[src/inc/rtc_pkg.sv]
// Constants for the reset time-out and reset-cause block.
// Assumes a 250 MHz oscillator clock and a byte-addressed Avalon-MM register bus.
package rtc_pkg;
  // Timing
  localparam int CLK_MHZ      = 250;
  localparam int OST_TOSC     = 1024;
  localparam int OST_CYCLES   = OST_TOSC;
  localparam int POWERUP_DELAY_TIMER_MS      = 96;
  localparam int RC_TICK_NS   = 1000;
  localparam int POWERUP_DELAY_TIMER_TICKS   = POWERUP_DELAY_TIMER_MS * 1000000 / RC_TICK_NS;
  localparam int TMR_W        = 24;
  // Register indices, byte address is four times the index
  localparam logic [5:0] IDX_CPU_FLAGS = 6'h06;
  localparam logic [5:0] IDX_EVT_STAT  = 6'h08;
  localparam logic [5:0] IDX_EVT_MASK  = 6'h09;
  localparam logic [5:0] IDX_CTRL      = 6'h0a;
  // Field positions in cpu_state_flags
  localparam int B_PD   = 2;
  localparam int B_TO   = 3;
  localparam int B_GLD  = 4;
  localparam int B_ONE  = 5;
  // Event status bits
  localparam int EV_POR  = 0;
  localparam int EV_MASTER_CLEAR_PIN = 1;
  localparam int EV_WDT  = 2;
  localparam int EV_WAKE = 3;
  localparam int EV_W    = 4;
  // Reset values
  localparam logic [1:0]      RST_OSC_MODE = 2'h0;
  localparam logic [EV_W-1:0] RST_MASK     = 4'h0;
  localparam logic [15:0]     RESET_VECTOR = 16'h0000;
  typedef enum logic [1:0] {
    OSC_CRYSTAL = 2'h0,
    OSC_LOWFREQ = 2'h1,
    OSC_EXTCLK  = 2'h2,
    OSC_RCOSC   = 2'h3
  } rtc_osc_e;
endpackage : rtc_pkg

[src/inc/rtc_tmr_if.sv]
// Start, tick and completion signals between the sequencer and one delay timer.
// Assumes both ends share i_clk.
`timescale 1ns/1ps
`default_nettype none
interface rtc_tmr_if;
  logic start;
  logic tick;
  logic busy;
  logic done;
  modport tmr (input start, input tick, output busy, output done);
  modport ctl (output start, output tick, input busy, input done);
endinterface : rtc_tmr_if
`default_nettype wire

[src/hdl/rtc_seq.sv]
// Reset sequencer: start-up delays, reset-cause flags, resume or vector decision.
// Assumes core strobes are on i_clk; pins and the RC timebase are asynchronous.
`timescale 1ns/1ps
`default_nettype none
module rtc_seq
  import rtc_pkg::*;
#(
  parameter int POWERUP_DELAY_TIMER_LIMIT = POWERUP_DELAY_TIMER_TICKS
) (
  // Clock and reset
  input  wire logic       i_clk,
  input  wire logic       i_srst,
  // Pins and analog detectors
  input  wire logic       i_master_clear_pin_n,
  input  wire logic       i_osc_amp_ok,
  input  wire logic       i_rc_timebase,
  // Core events
  input  wire logic       i_sleep_instr,
  input  wire logic       i_watchdog_timer_expired,
  input  wire logic       i_watchdog_clear_instr,
  input  wire logic       i_irq_wake,
  input  wire logic       i_global_irq_disable,
  input  wire logic       i_ext_exec,
  input  wire logic       i_core_ale,
  input  wire logic       i_core_oe_n,
  input  wire logic       i_core_wr_n,
  // Core control
  output logic            o_core_reset,
  output logic            o_phase_one_hold,
  output logic            o_pc_load,
  output logic            o_pc_resume,
  output logic            o_vector_req,
  output logic            o_ale,
  output logic            o_oe_n,
  output logic            o_wr_n,
  // Avalon-MM slave
  input  wire logic [7:0] i_avs_address,
  input  wire logic       i_avs_read,
  input  wire logic       i_avs_write,
  input  wire logic [31:0] i_avs_writedata,
  output logic [31:0]     o_avs_readdata,
  output logic            o_avs_waitrequest,
  // Interrupt
  output logic            o_irq
);
  typedef enum logic [2:0] {
    ST_POR, ST_PUP, ST_MASTER_CLEAR_PIN, ST_OST, ST_HOLD, ST_RUN, ST_SLEEP
  } rtc_state_e;

  rtc_state_e      st_reg;
  logic [2:0]      s1_reg;
  logic [2:0]      s2_reg;
  logic            rc_d_reg;
  logic            master_clear_pin_hi;
  logic            to_n_reg;
  logic            pd_n_reg;
  logic            resume_reg;
  logic            vec_reg;
  logic            from_sleep_reg;
  rtc_osc_e        osc_mode_reg;
  logic [EV_W-1:0] stat_reg;
  logic [EV_W-1:0] mask_reg;
  logic [EV_W-1:0] ev_set;
  logic            ost_mode;
  logic            rst_next;
  logic            acc;
  logic [5:0]      idx;
  logic [7:0]      cpu_flags;

  rtc_tmr_if ost_if ();
  rtc_tmr_if pwr_if ();

  // Two stages before any use; all three inputs are outside the clock domain
  always_ff @(posedge i_clk) begin
    if (i_srst) begin
      s1_reg   <= 3'h0;
      s2_reg   <= 3'h0;
      rc_d_reg <= 1'b0;
    end else begin
      s1_reg   <= {i_rc_timebase, i_osc_amp_ok, i_master_clear_pin_n};
      s2_reg   <= s1_reg;
      rc_d_reg <= s2_reg[2];
    end
  end

  assign master_clear_pin_hi     = s2_reg[0];
  assign ost_mode    = (osc_mode_reg == OSC_CRYSTAL) || (osc_mode_reg == OSC_LOWFREQ);
  assign ost_if.tick = s2_reg[1];
  assign pwr_if.tick = s2_reg[2] && !rc_d_reg;

  rtc_tmr #(.LIMIT(OST_CYCLES)) u_osc_startup_counter (
    .i_clk  (i_clk),
    .i_srst (i_srst),
    .t      (ost_if.tmr)
  );

  rtc_tmr #(.LIMIT(POWERUP_DELAY_TIMER_LIMIT)) u_powerup_delay_timer (
    .i_clk  (i_clk),
    .i_srst (i_srst),
    .t      (pwr_if.tmr)
  );

  // Timers are launched from the sequencer state
  always_comb begin
    pwr_if.start = (st_reg == ST_POR) && master_clear_pin_hi;
    ost_if.start = ((st_reg == ST_POR) && master_clear_pin_hi)
                || ((st_reg == ST_MASTER_CLEAR_PIN) && master_clear_pin_hi && from_sleep_reg && ost_mode)
                || ((st_reg == ST_SLEEP) && master_clear_pin_hi && ost_mode
                    && (i_watchdog_timer_expired || i_irq_wake));
  end

  // Sequencer
  always_ff @(posedge i_clk) begin
    if (i_srst) begin
      st_reg <= ST_POR;
    end else begin
      unique case (st_reg)
        ST_POR: begin
          if (master_clear_pin_hi) begin
            st_reg <= ST_PUP;
          end
        end
        ST_PUP: begin
          if (!master_clear_pin_hi) begin
            st_reg <= ST_POR;
          end else if (pwr_if.done && ost_if.done) begin
            st_reg <= ST_HOLD;
          end
        end
        ST_MASTER_CLEAR_PIN: begin
          if (master_clear_pin_hi) begin
            st_reg <= (from_sleep_reg && ost_mode) ? ST_OST : ST_HOLD;
          end
        end
        ST_OST: begin
          if (!master_clear_pin_hi) begin
            st_reg <= ST_MASTER_CLEAR_PIN;
          end else if (ost_if.done) begin
            st_reg <= ST_HOLD;
          end
        end
        ST_HOLD: begin
          st_reg <= ST_RUN;
        end
        ST_RUN: begin
          if (!master_clear_pin_hi) begin
            st_reg <= ST_MASTER_CLEAR_PIN;
          end else if (i_watchdog_timer_expired) begin
            st_reg <= ST_HOLD;
          end else if (i_sleep_instr) begin
            st_reg <= ST_SLEEP;
          end
        end
        ST_SLEEP: begin
          if (!master_clear_pin_hi) begin
            st_reg <= ST_MASTER_CLEAR_PIN;
          end else if (i_watchdog_timer_expired || i_irq_wake) begin
            st_reg <= ost_mode ? ST_OST : ST_HOLD;
          end
        end
        // Unused state code falls back to the power-on wait
        default: begin
          st_reg <= ST_POR;
        end
      endcase
    end
  end

  // Cause flags and release decision
  always_ff @(posedge i_clk) begin
    if (i_srst) begin
      to_n_reg       <= 1'b1;
      pd_n_reg       <= 1'b1;
      resume_reg     <= 1'b0;
      vec_reg        <= 1'b0;
      from_sleep_reg <= 1'b0;
    end else if (st_reg == ST_RUN) begin
      if (!master_clear_pin_hi) begin
        to_n_reg       <= 1'b1;
        pd_n_reg       <= 1'b1;
        resume_reg     <= 1'b0;
        vec_reg        <= 1'b0;
        from_sleep_reg <= 1'b0;
      end else if (i_watchdog_timer_expired) begin
        to_n_reg   <= 1'b0;
        pd_n_reg   <= 1'b1;
        resume_reg <= 1'b0;
        vec_reg    <= 1'b0;
      end else if (i_sleep_instr) begin
        to_n_reg <= 1'b1;
        pd_n_reg <= 1'b0;
      end else if (i_watchdog_clear_instr) begin
        to_n_reg <= 1'b1;
        pd_n_reg <= 1'b1;
      end
    end else if (st_reg == ST_SLEEP) begin
      if (!master_clear_pin_hi) begin
        to_n_reg       <= 1'b1;
        pd_n_reg       <= 1'b0;
        resume_reg     <= 1'b0;
        vec_reg        <= 1'b0;
        from_sleep_reg <= 1'b1;
      end else if (i_watchdog_timer_expired) begin
        to_n_reg   <= 1'b0;
        pd_n_reg   <= 1'b0;
        resume_reg <= 1'b0;
        vec_reg    <= 1'b0;
      end else if (i_irq_wake) begin
        to_n_reg   <= 1'b1;
        pd_n_reg   <= 1'b0;
        resume_reg <= 1'b1;
        vec_reg    <= !i_global_irq_disable;
      end
    end else if (st_reg == ST_POR) begin
      to_n_reg       <= 1'b1;
      pd_n_reg       <= 1'b1;
      resume_reg     <= 1'b0;
      vec_reg        <= 1'b0;
      from_sleep_reg <= 1'b0;
    end
  end

  // Reset and bus strobe outputs, all registered
  assign rst_next = !(((st_reg == ST_RUN) || (st_reg == ST_SLEEP)) && master_clear_pin_hi);

  always_ff @(posedge i_clk) begin
    if (i_srst) begin
      o_core_reset     <= 1'b1;
      o_phase_one_hold <= 1'b1;
      o_ale            <= 1'b0;
      o_oe_n           <= 1'b1;
      o_wr_n           <= 1'b1;
    end else begin
      o_core_reset     <= rst_next;
      o_phase_one_hold <= rst_next;
      o_ale            <= (rst_next && i_ext_exec) ? 1'b0 : i_core_ale;
      o_oe_n           <= (rst_next && i_ext_exec) ? 1'b1 : i_core_oe_n;
      o_wr_n           <= (rst_next && i_ext_exec) ? 1'b1 : i_core_wr_n;
    end
  end

  // One-cycle release: PC zero or PC+1, and vector request after that instruction
  always_ff @(posedge i_clk) begin
    if (i_srst) begin
      o_pc_load    <= 1'b0;
      o_pc_resume  <= 1'b0;
      o_vector_req <= 1'b0;
    end else begin
      o_pc_load    <= (st_reg == ST_HOLD);
      o_pc_resume  <= (st_reg == ST_HOLD) && resume_reg;
      o_vector_req <= (st_reg == ST_HOLD) && vec_reg;
    end
  end

  // Register bus: answer one cycle after the request is seen
  assign acc = (i_avs_read || i_avs_write) && !o_avs_waitrequest;
  assign idx = i_avs_address[7:2];
  assign cpu_flags = {2'h0, 1'b1, i_global_irq_disable, to_n_reg, pd_n_reg, 2'h0};

  always_comb begin
    ev_set          = '0;
    ev_set[EV_POR]  = (st_reg == ST_POR) && master_clear_pin_hi;
    ev_set[EV_MASTER_CLEAR_PIN] = ((st_reg == ST_RUN) || (st_reg == ST_SLEEP)) && !master_clear_pin_hi;
    ev_set[EV_WDT]  = ((st_reg == ST_RUN) || (st_reg == ST_SLEEP)) && master_clear_pin_hi && i_watchdog_timer_expired;
    ev_set[EV_WAKE] = (st_reg == ST_SLEEP) && master_clear_pin_hi && !i_watchdog_timer_expired && i_irq_wake;
  end

  always_ff @(posedge i_clk) begin
    if (i_srst) begin
      o_avs_waitrequest <= 1'b1;
      o_avs_readdata    <= 32'h0;
    end else begin
      o_avs_waitrequest <= !((i_avs_read || i_avs_write) && o_avs_waitrequest);
      if (i_avs_read && o_avs_waitrequest) begin
        unique case (idx)
          IDX_CPU_FLAGS: o_avs_readdata <= {24'h0, cpu_flags};
          IDX_EVT_STAT:  o_avs_readdata <= {28'h0, stat_reg};
          IDX_EVT_MASK:  o_avs_readdata <= {28'h0, mask_reg};
          IDX_CTRL:      o_avs_readdata <= {30'h0, osc_mode_reg};
          default:       o_avs_readdata <= 32'h0;
        endcase
      end
    end
  end

  // Oscillator mode and mask survive core resets; only i_srst clears them
  always_ff @(posedge i_clk) begin
    if (i_srst) begin
      osc_mode_reg <= rtc_osc_e'(RST_OSC_MODE);
      mask_reg     <= RST_MASK;
    end else if (acc && i_avs_write) begin
      if (idx == IDX_CTRL) begin
        osc_mode_reg <= rtc_osc_e'(i_avs_writedata[1:0]);
      end
      if (idx == IDX_EVT_MASK) begin
        mask_reg <= i_avs_writedata[EV_W-1:0];
      end
    end
  end

  // Read clears status; a new event in the same cycle still lands
  always_ff @(posedge i_clk) begin
    if (i_srst) begin
      stat_reg <= '0;
      o_irq    <= 1'b0;
    end else begin
      if (acc && i_avs_read && (idx == IDX_EVT_STAT)) begin
        stat_reg <= ev_set;
      end else begin
        stat_reg <= stat_reg | ev_set;
      end
      o_irq <= |(stat_reg & mask_reg);
    end
  end
endmodule : rtc_seq
`default_nettype wire

[src/hdl/rtc_tmr.sv]
// Tick counter used for the start-up and power-up delays.
// Assumes tick is already synchronous to i_clk.
`timescale 1ns/1ps
`default_nettype none
module rtc_tmr
  import rtc_pkg::*;
#(
  parameter int LIMIT = 1024
) (
  // Clock and reset
  input  wire logic i_clk,
  input  wire logic i_srst,
  // Control
  rtc_tmr_if.tmr    t
);
  logic [TMR_W-1:0] cnt_reg;
  logic             run_reg;
  logic             done_reg;

  assign t.busy = run_reg;
  assign t.done = done_reg;

  // Counts only on ticks, so a quiet oscillator holds the count
  always_ff @(posedge i_clk) begin
    if (i_srst || t.start) begin
      cnt_reg  <= '0;
      run_reg  <= !i_srst;
      done_reg <= 1'b0;
    end else if (run_reg && t.tick) begin
      if (cnt_reg == TMR_W'(LIMIT - 1)) begin
        run_reg  <= 1'b0;
        done_reg <= 1'b1;
      end
      cnt_reg <= cnt_reg + 1'b1;
    end
  end
endmodule : rtc_tmr
`default_nettype wire

[config.mk]
export PLATFORM = sky130hd
export DESIGN_NAME = rtc_seq
export DESIGN_NICKNAME = d
export VERILOG_FILES = /design/src/inc/rtc_pkg.sv /design/src/inc/rtc_tmr_if.sv /design/src/hdl/rtc_seq.sv /design/src/hdl/rtc_tmr.sv
export SDC_FILE = /design/constraint.sdc
export NUM_CORES = 1
export LEC_CHECK = 0
export BUFFER_PORTS_ARGS = -buffer_cell sky130_fd_sc_hd__buf_2
export CAP_MARGIN = 20
export CELL_PAD_IN_SITES_DETAIL_PLACEMENT = 2
export CELL_PAD_IN_SITES_GLOBAL_PLACEMENT = 2
export CORE_AREA = 4 4 118 120
export DETAILED_ROUTE_END_ITERATION = 6
export DIE_AREA = 0 0 122 124
export HOLD_SLACK_MARGIN = 0.05
export PLACE_DENSITY = 0.89
export SETUP_SLACK_MARGIN = 0.5
export SYNTH_ARGS = -nofsm -noshare
export SYNTH_HDL_FRONTEND = slang
export SYNTH_SLANG_ARGS = --single-unit
export TNS_END_PERCENT = 20
[constraint.sdc]
create_clock -name i_clk -period 4.4 [get_ports i_clk]
set_input_delay 0.66 -clock i_clk [delete_from_list [all_inputs] [get_ports i_clk]]
set_output_delay 0.66 -clock i_clk [all_outputs]
set_load 0.005 [all_outputs]
==> results by group <==
CTS
  – Sink Count: 92
  – CTS max path bufs: 2
  – Clk slew on worst S/H paths: around 0.060 ns
  – # hold bufs at CTS: 0
  – CTS tree: built
  – CTS-repair resized insts: 0
  – Total CTS buffers: 9
  – Worst-skew pair later-pin latency: 0.36 ns
  – Setup bufs post-CTS: 0
  – H-tree depth: 3
  – Root buf cell: clkbuf_16

GRT
  – Global-route wire length before repair: 19.64 mm
  – Vias in the first global route: just under 4,000
  – Met3 Use GR: 0.02770
  – Tot GR Track Use: 0.1661
  – Initial antenna violation count: 0
  – Met1 Track Usage GR: 0.1876
  – Met2 usage: 0.3087
  – Largest net degree at the start of global routing: 36
  – GR peak layer: met2
  – Overflow after GRT: 0

STA
  – Sum Neg Setup Slack: 0 ns
  – Min Hold Slack: around 0.45 ns
  – Final setup fails: 0
  – Minimum clock period: around 2.6 ns
  – Tcrit/Tclk final: 0.5802
  – Setup WS post-layout: 1.847 ns
  – RSZ-0062 raised after global routing: no
  – Worst-margin pin slew: roughly 0.91 ns
  – Pins over their slew limit: 0
  – Fin. Hold Viols: 0
  – Max Clk Rate: about 390 MHz
  – Max_slew headroom: 0.3934
  – Worst Skew: 0.006929 ns

Yosys
  – Area leader, netlist: dfxtp_1
  – Gate Count Post-Synth: 489
  – EDFF count, synth: 2
  – Post-synthesis compound-gate area fraction: 0.09750
  – Synth Cell Area: 0.004312 sq mm
  – Main combinational cell family by area after synthesis: simple AND/OR/NAND/NOR gates
  – Mux share of post-synthesis cell area: 0.03482
  – Post-Synth Adder-Cell Area: 0.005804
  – FFs w/ async S/R, synth: 0
  – Yosys warns: 0
  – Seq cells post-synth: 92
  – Unique masters post-synth: 62
  – Sequential cell area fraction in the yosys report: 0.4318
  – Syn avg cell area: 8.817 sq um
  – Share of Yosys cell area claimed by the top area cell type: 0.4179
  – Top cells by area, synth: dfxtp_1 42%, nor2_1 5.8%, buf_4 4.7%
  – Most common flop cell mapped by yosys: dfxtp_1
  – Xor/xnor share of the synthesized area: 0.07922
  – Simple-Gate Fraction of Synth Area: 0.2734

Place
  – Setup WS pre-CTS: 1.719 ns
  – Cells after DPL: 683
  – Post-place instance area: 0.004527 sq mm
  – Hpwl dp: roughly 8.5 mm
  – GPL Wtd Cong: 0.7931
  – Buffers on Ports: 41

Cells and area
  – Most common cell after layout, fill and taps aside: dfxtp_1
  – Antenna Cells: 0
  – Most frequent cells in the layout: 90 x dfxtp_1, 67 x nor2_1, 41 x buf_2
  – Post-layout instance area: 0.004805 sq mm
  – Post-layout util: 0.3702
  – P&R area growth vs syn: 11.43%
  – Cell Count, Final, Fillers Out: ~700
  – Layout cells sized above 1: 0.1226
  – Fin nets: 576

Pwr
  – Sequential power share: 0.506
  – Net Sw Power: roughly 0.41 mW
  – Clock network fraction of total power: 0.439
  – Leakage power: 1.759 nW
  – Max rail drop VDD: 0.1879 mV
  – PwrDens: about 350 mW/mm^2
  – Comb pwr share: 0.055
  – Total power: 1.697 mW
  – Internal cell power: 1.291 mW
  – Net Sw Frac: 0.2391

Floorplan
  – Die width: 122 um
  – Die height: 124 um
  – Boundary Pins: 98
  – Core area: 0.01298 sq mm
  – FP Rows: between 40 and 50
  – Die ar.: roughly 0.015 sq mm
  – Initial core utilization: 0.3322

Critical path
  – Critical Path RT: ~4.5 ns
  – Worst Setup End Kind: flip-flop
  – CP Launch Type: flip-flop
  – Worst path max stage delay: 0.73 ns
  – CP bufs+invs: 0
  – CP top delay family: simple AND/OR/NAND/NOR gates
  – Worst r2r path cells: 5
  – Worst path cell trace: nor2_1 -> a21boi_0 -> o21ai_1 -> nand2_1 -> or2_1
  – Worst path depth: 5
  – CP max-delay cell: dfxtp_1
  – Critical path fanouts, max: 26
  – Crit Path Class: flip-flop to flip-flop
  – Critical Path AT: 2.67 ns

Detailed routing
  – Detailed Route Iter0 Violations: 155
  – Drt wl/cell: ~18 um
  – Routed vias/inst: 5.135
  – Routed Antenna Nets: 0
  – Detailed Routing Iterations Pass 1: 4
  – Post-Route WL: 12.26 mm
  – DR vias: 3,584
  – Residual DRC: 0

Worst hold path
  – Worst hold path class: flip-flop to flip-flop
  – Hold Path Depth: 1

Run status
  – Status: finished, final reports clean

Run
  – Max-cap violations: 0
logic make-up after synthesis:
| kind of cell | after synthesis |
|---|---|
| xor gates and xnor gates | 39 |
| and+or+nand+nor | 224 |
| DFF | 92 |
| buffers and inverters | 55 |
| adders and majority gates | 2 |
| other | 1 |
| AOI/OAI and AO/OA | 61 |
| muxes | 15 |
cell usage after synthesis (2+ instances only):
cell	n
dfxtp_1	90
nor2_1	67
nand2_1	36
buf_4	27
xor2_1	22
a21oi_1	21
nand4_1	19
xnor2_1	17
mux2i_1	15
nand3_1	14
clkbuf_1	12
nor2b_1	12
nor3_1	12
nor4_1	12
o21ai_0	12
or3_1	8
and2_1	7
and4_1	7
inv_1	7
nand2b_1	7
and3_1	5
buf_2	5
a22o_1	3
a32o_1	3
a21boi_0	2
a22oi_1	2
a2bb2oi_1	2
buf_6	2
edfxtp_1	2
ha_1	2
nand3_2	2
o21ai_1	2
o31ai_1	2
or2_1	2
or4_1	2
power by group through the flow:
stage / Sequential [mW] / Clock, mW / Combinational [mW]
3_3_place_gp: 0.875 / 0 / 0.0864
5_1_grt: 0.859 / 0.796 / 0.104
6_report: 0.859 / 0.745 / 0.0936
4_1_cts: 0.858 / 0.767 / 0.0938
3_5_place_dp: 0.876 / 0 / 0.0909
2_1_floorplan: 0.868 / 0 / 0.0850
layer usage:
| layer | wire length, um | up-vias | share of wire |
|---|---|---|---|
| met4 | 231 | 0 | 0.019 |
| met2 | 6710 | 49 | 0.55 |
| li1 | - | 1716 | - |
| met5 | 0 | - | 0 |
| met3 | 274 | 20 | 0.022 |
| met1 | 5048 | 1799 | 0.41 |
final timing paths:
path / start / end / slack, ns
max: st_reg[2] / u_osc_startup_counter.t.busy / 1.85
min reg2reg: s1_reg[0] / s2_reg[0] / 0.45
min: s1_reg[0] / s2_reg[0] / 0.45
max reg2reg: st_reg[2] / u_osc_startup_counter.t.busy / 1.85
cell type report:
class                   count  area (sq um)
repair buffers             41         205.2
inverters                   7         26.28
clock inverters             4         23.77
well taps                 176         220.2
clock buffers              11         254.0
fillers                  1504          8175
flip-flops and latches     92          1862
multi-input cells         367          2213
Power figures use the tool's default switching activity.
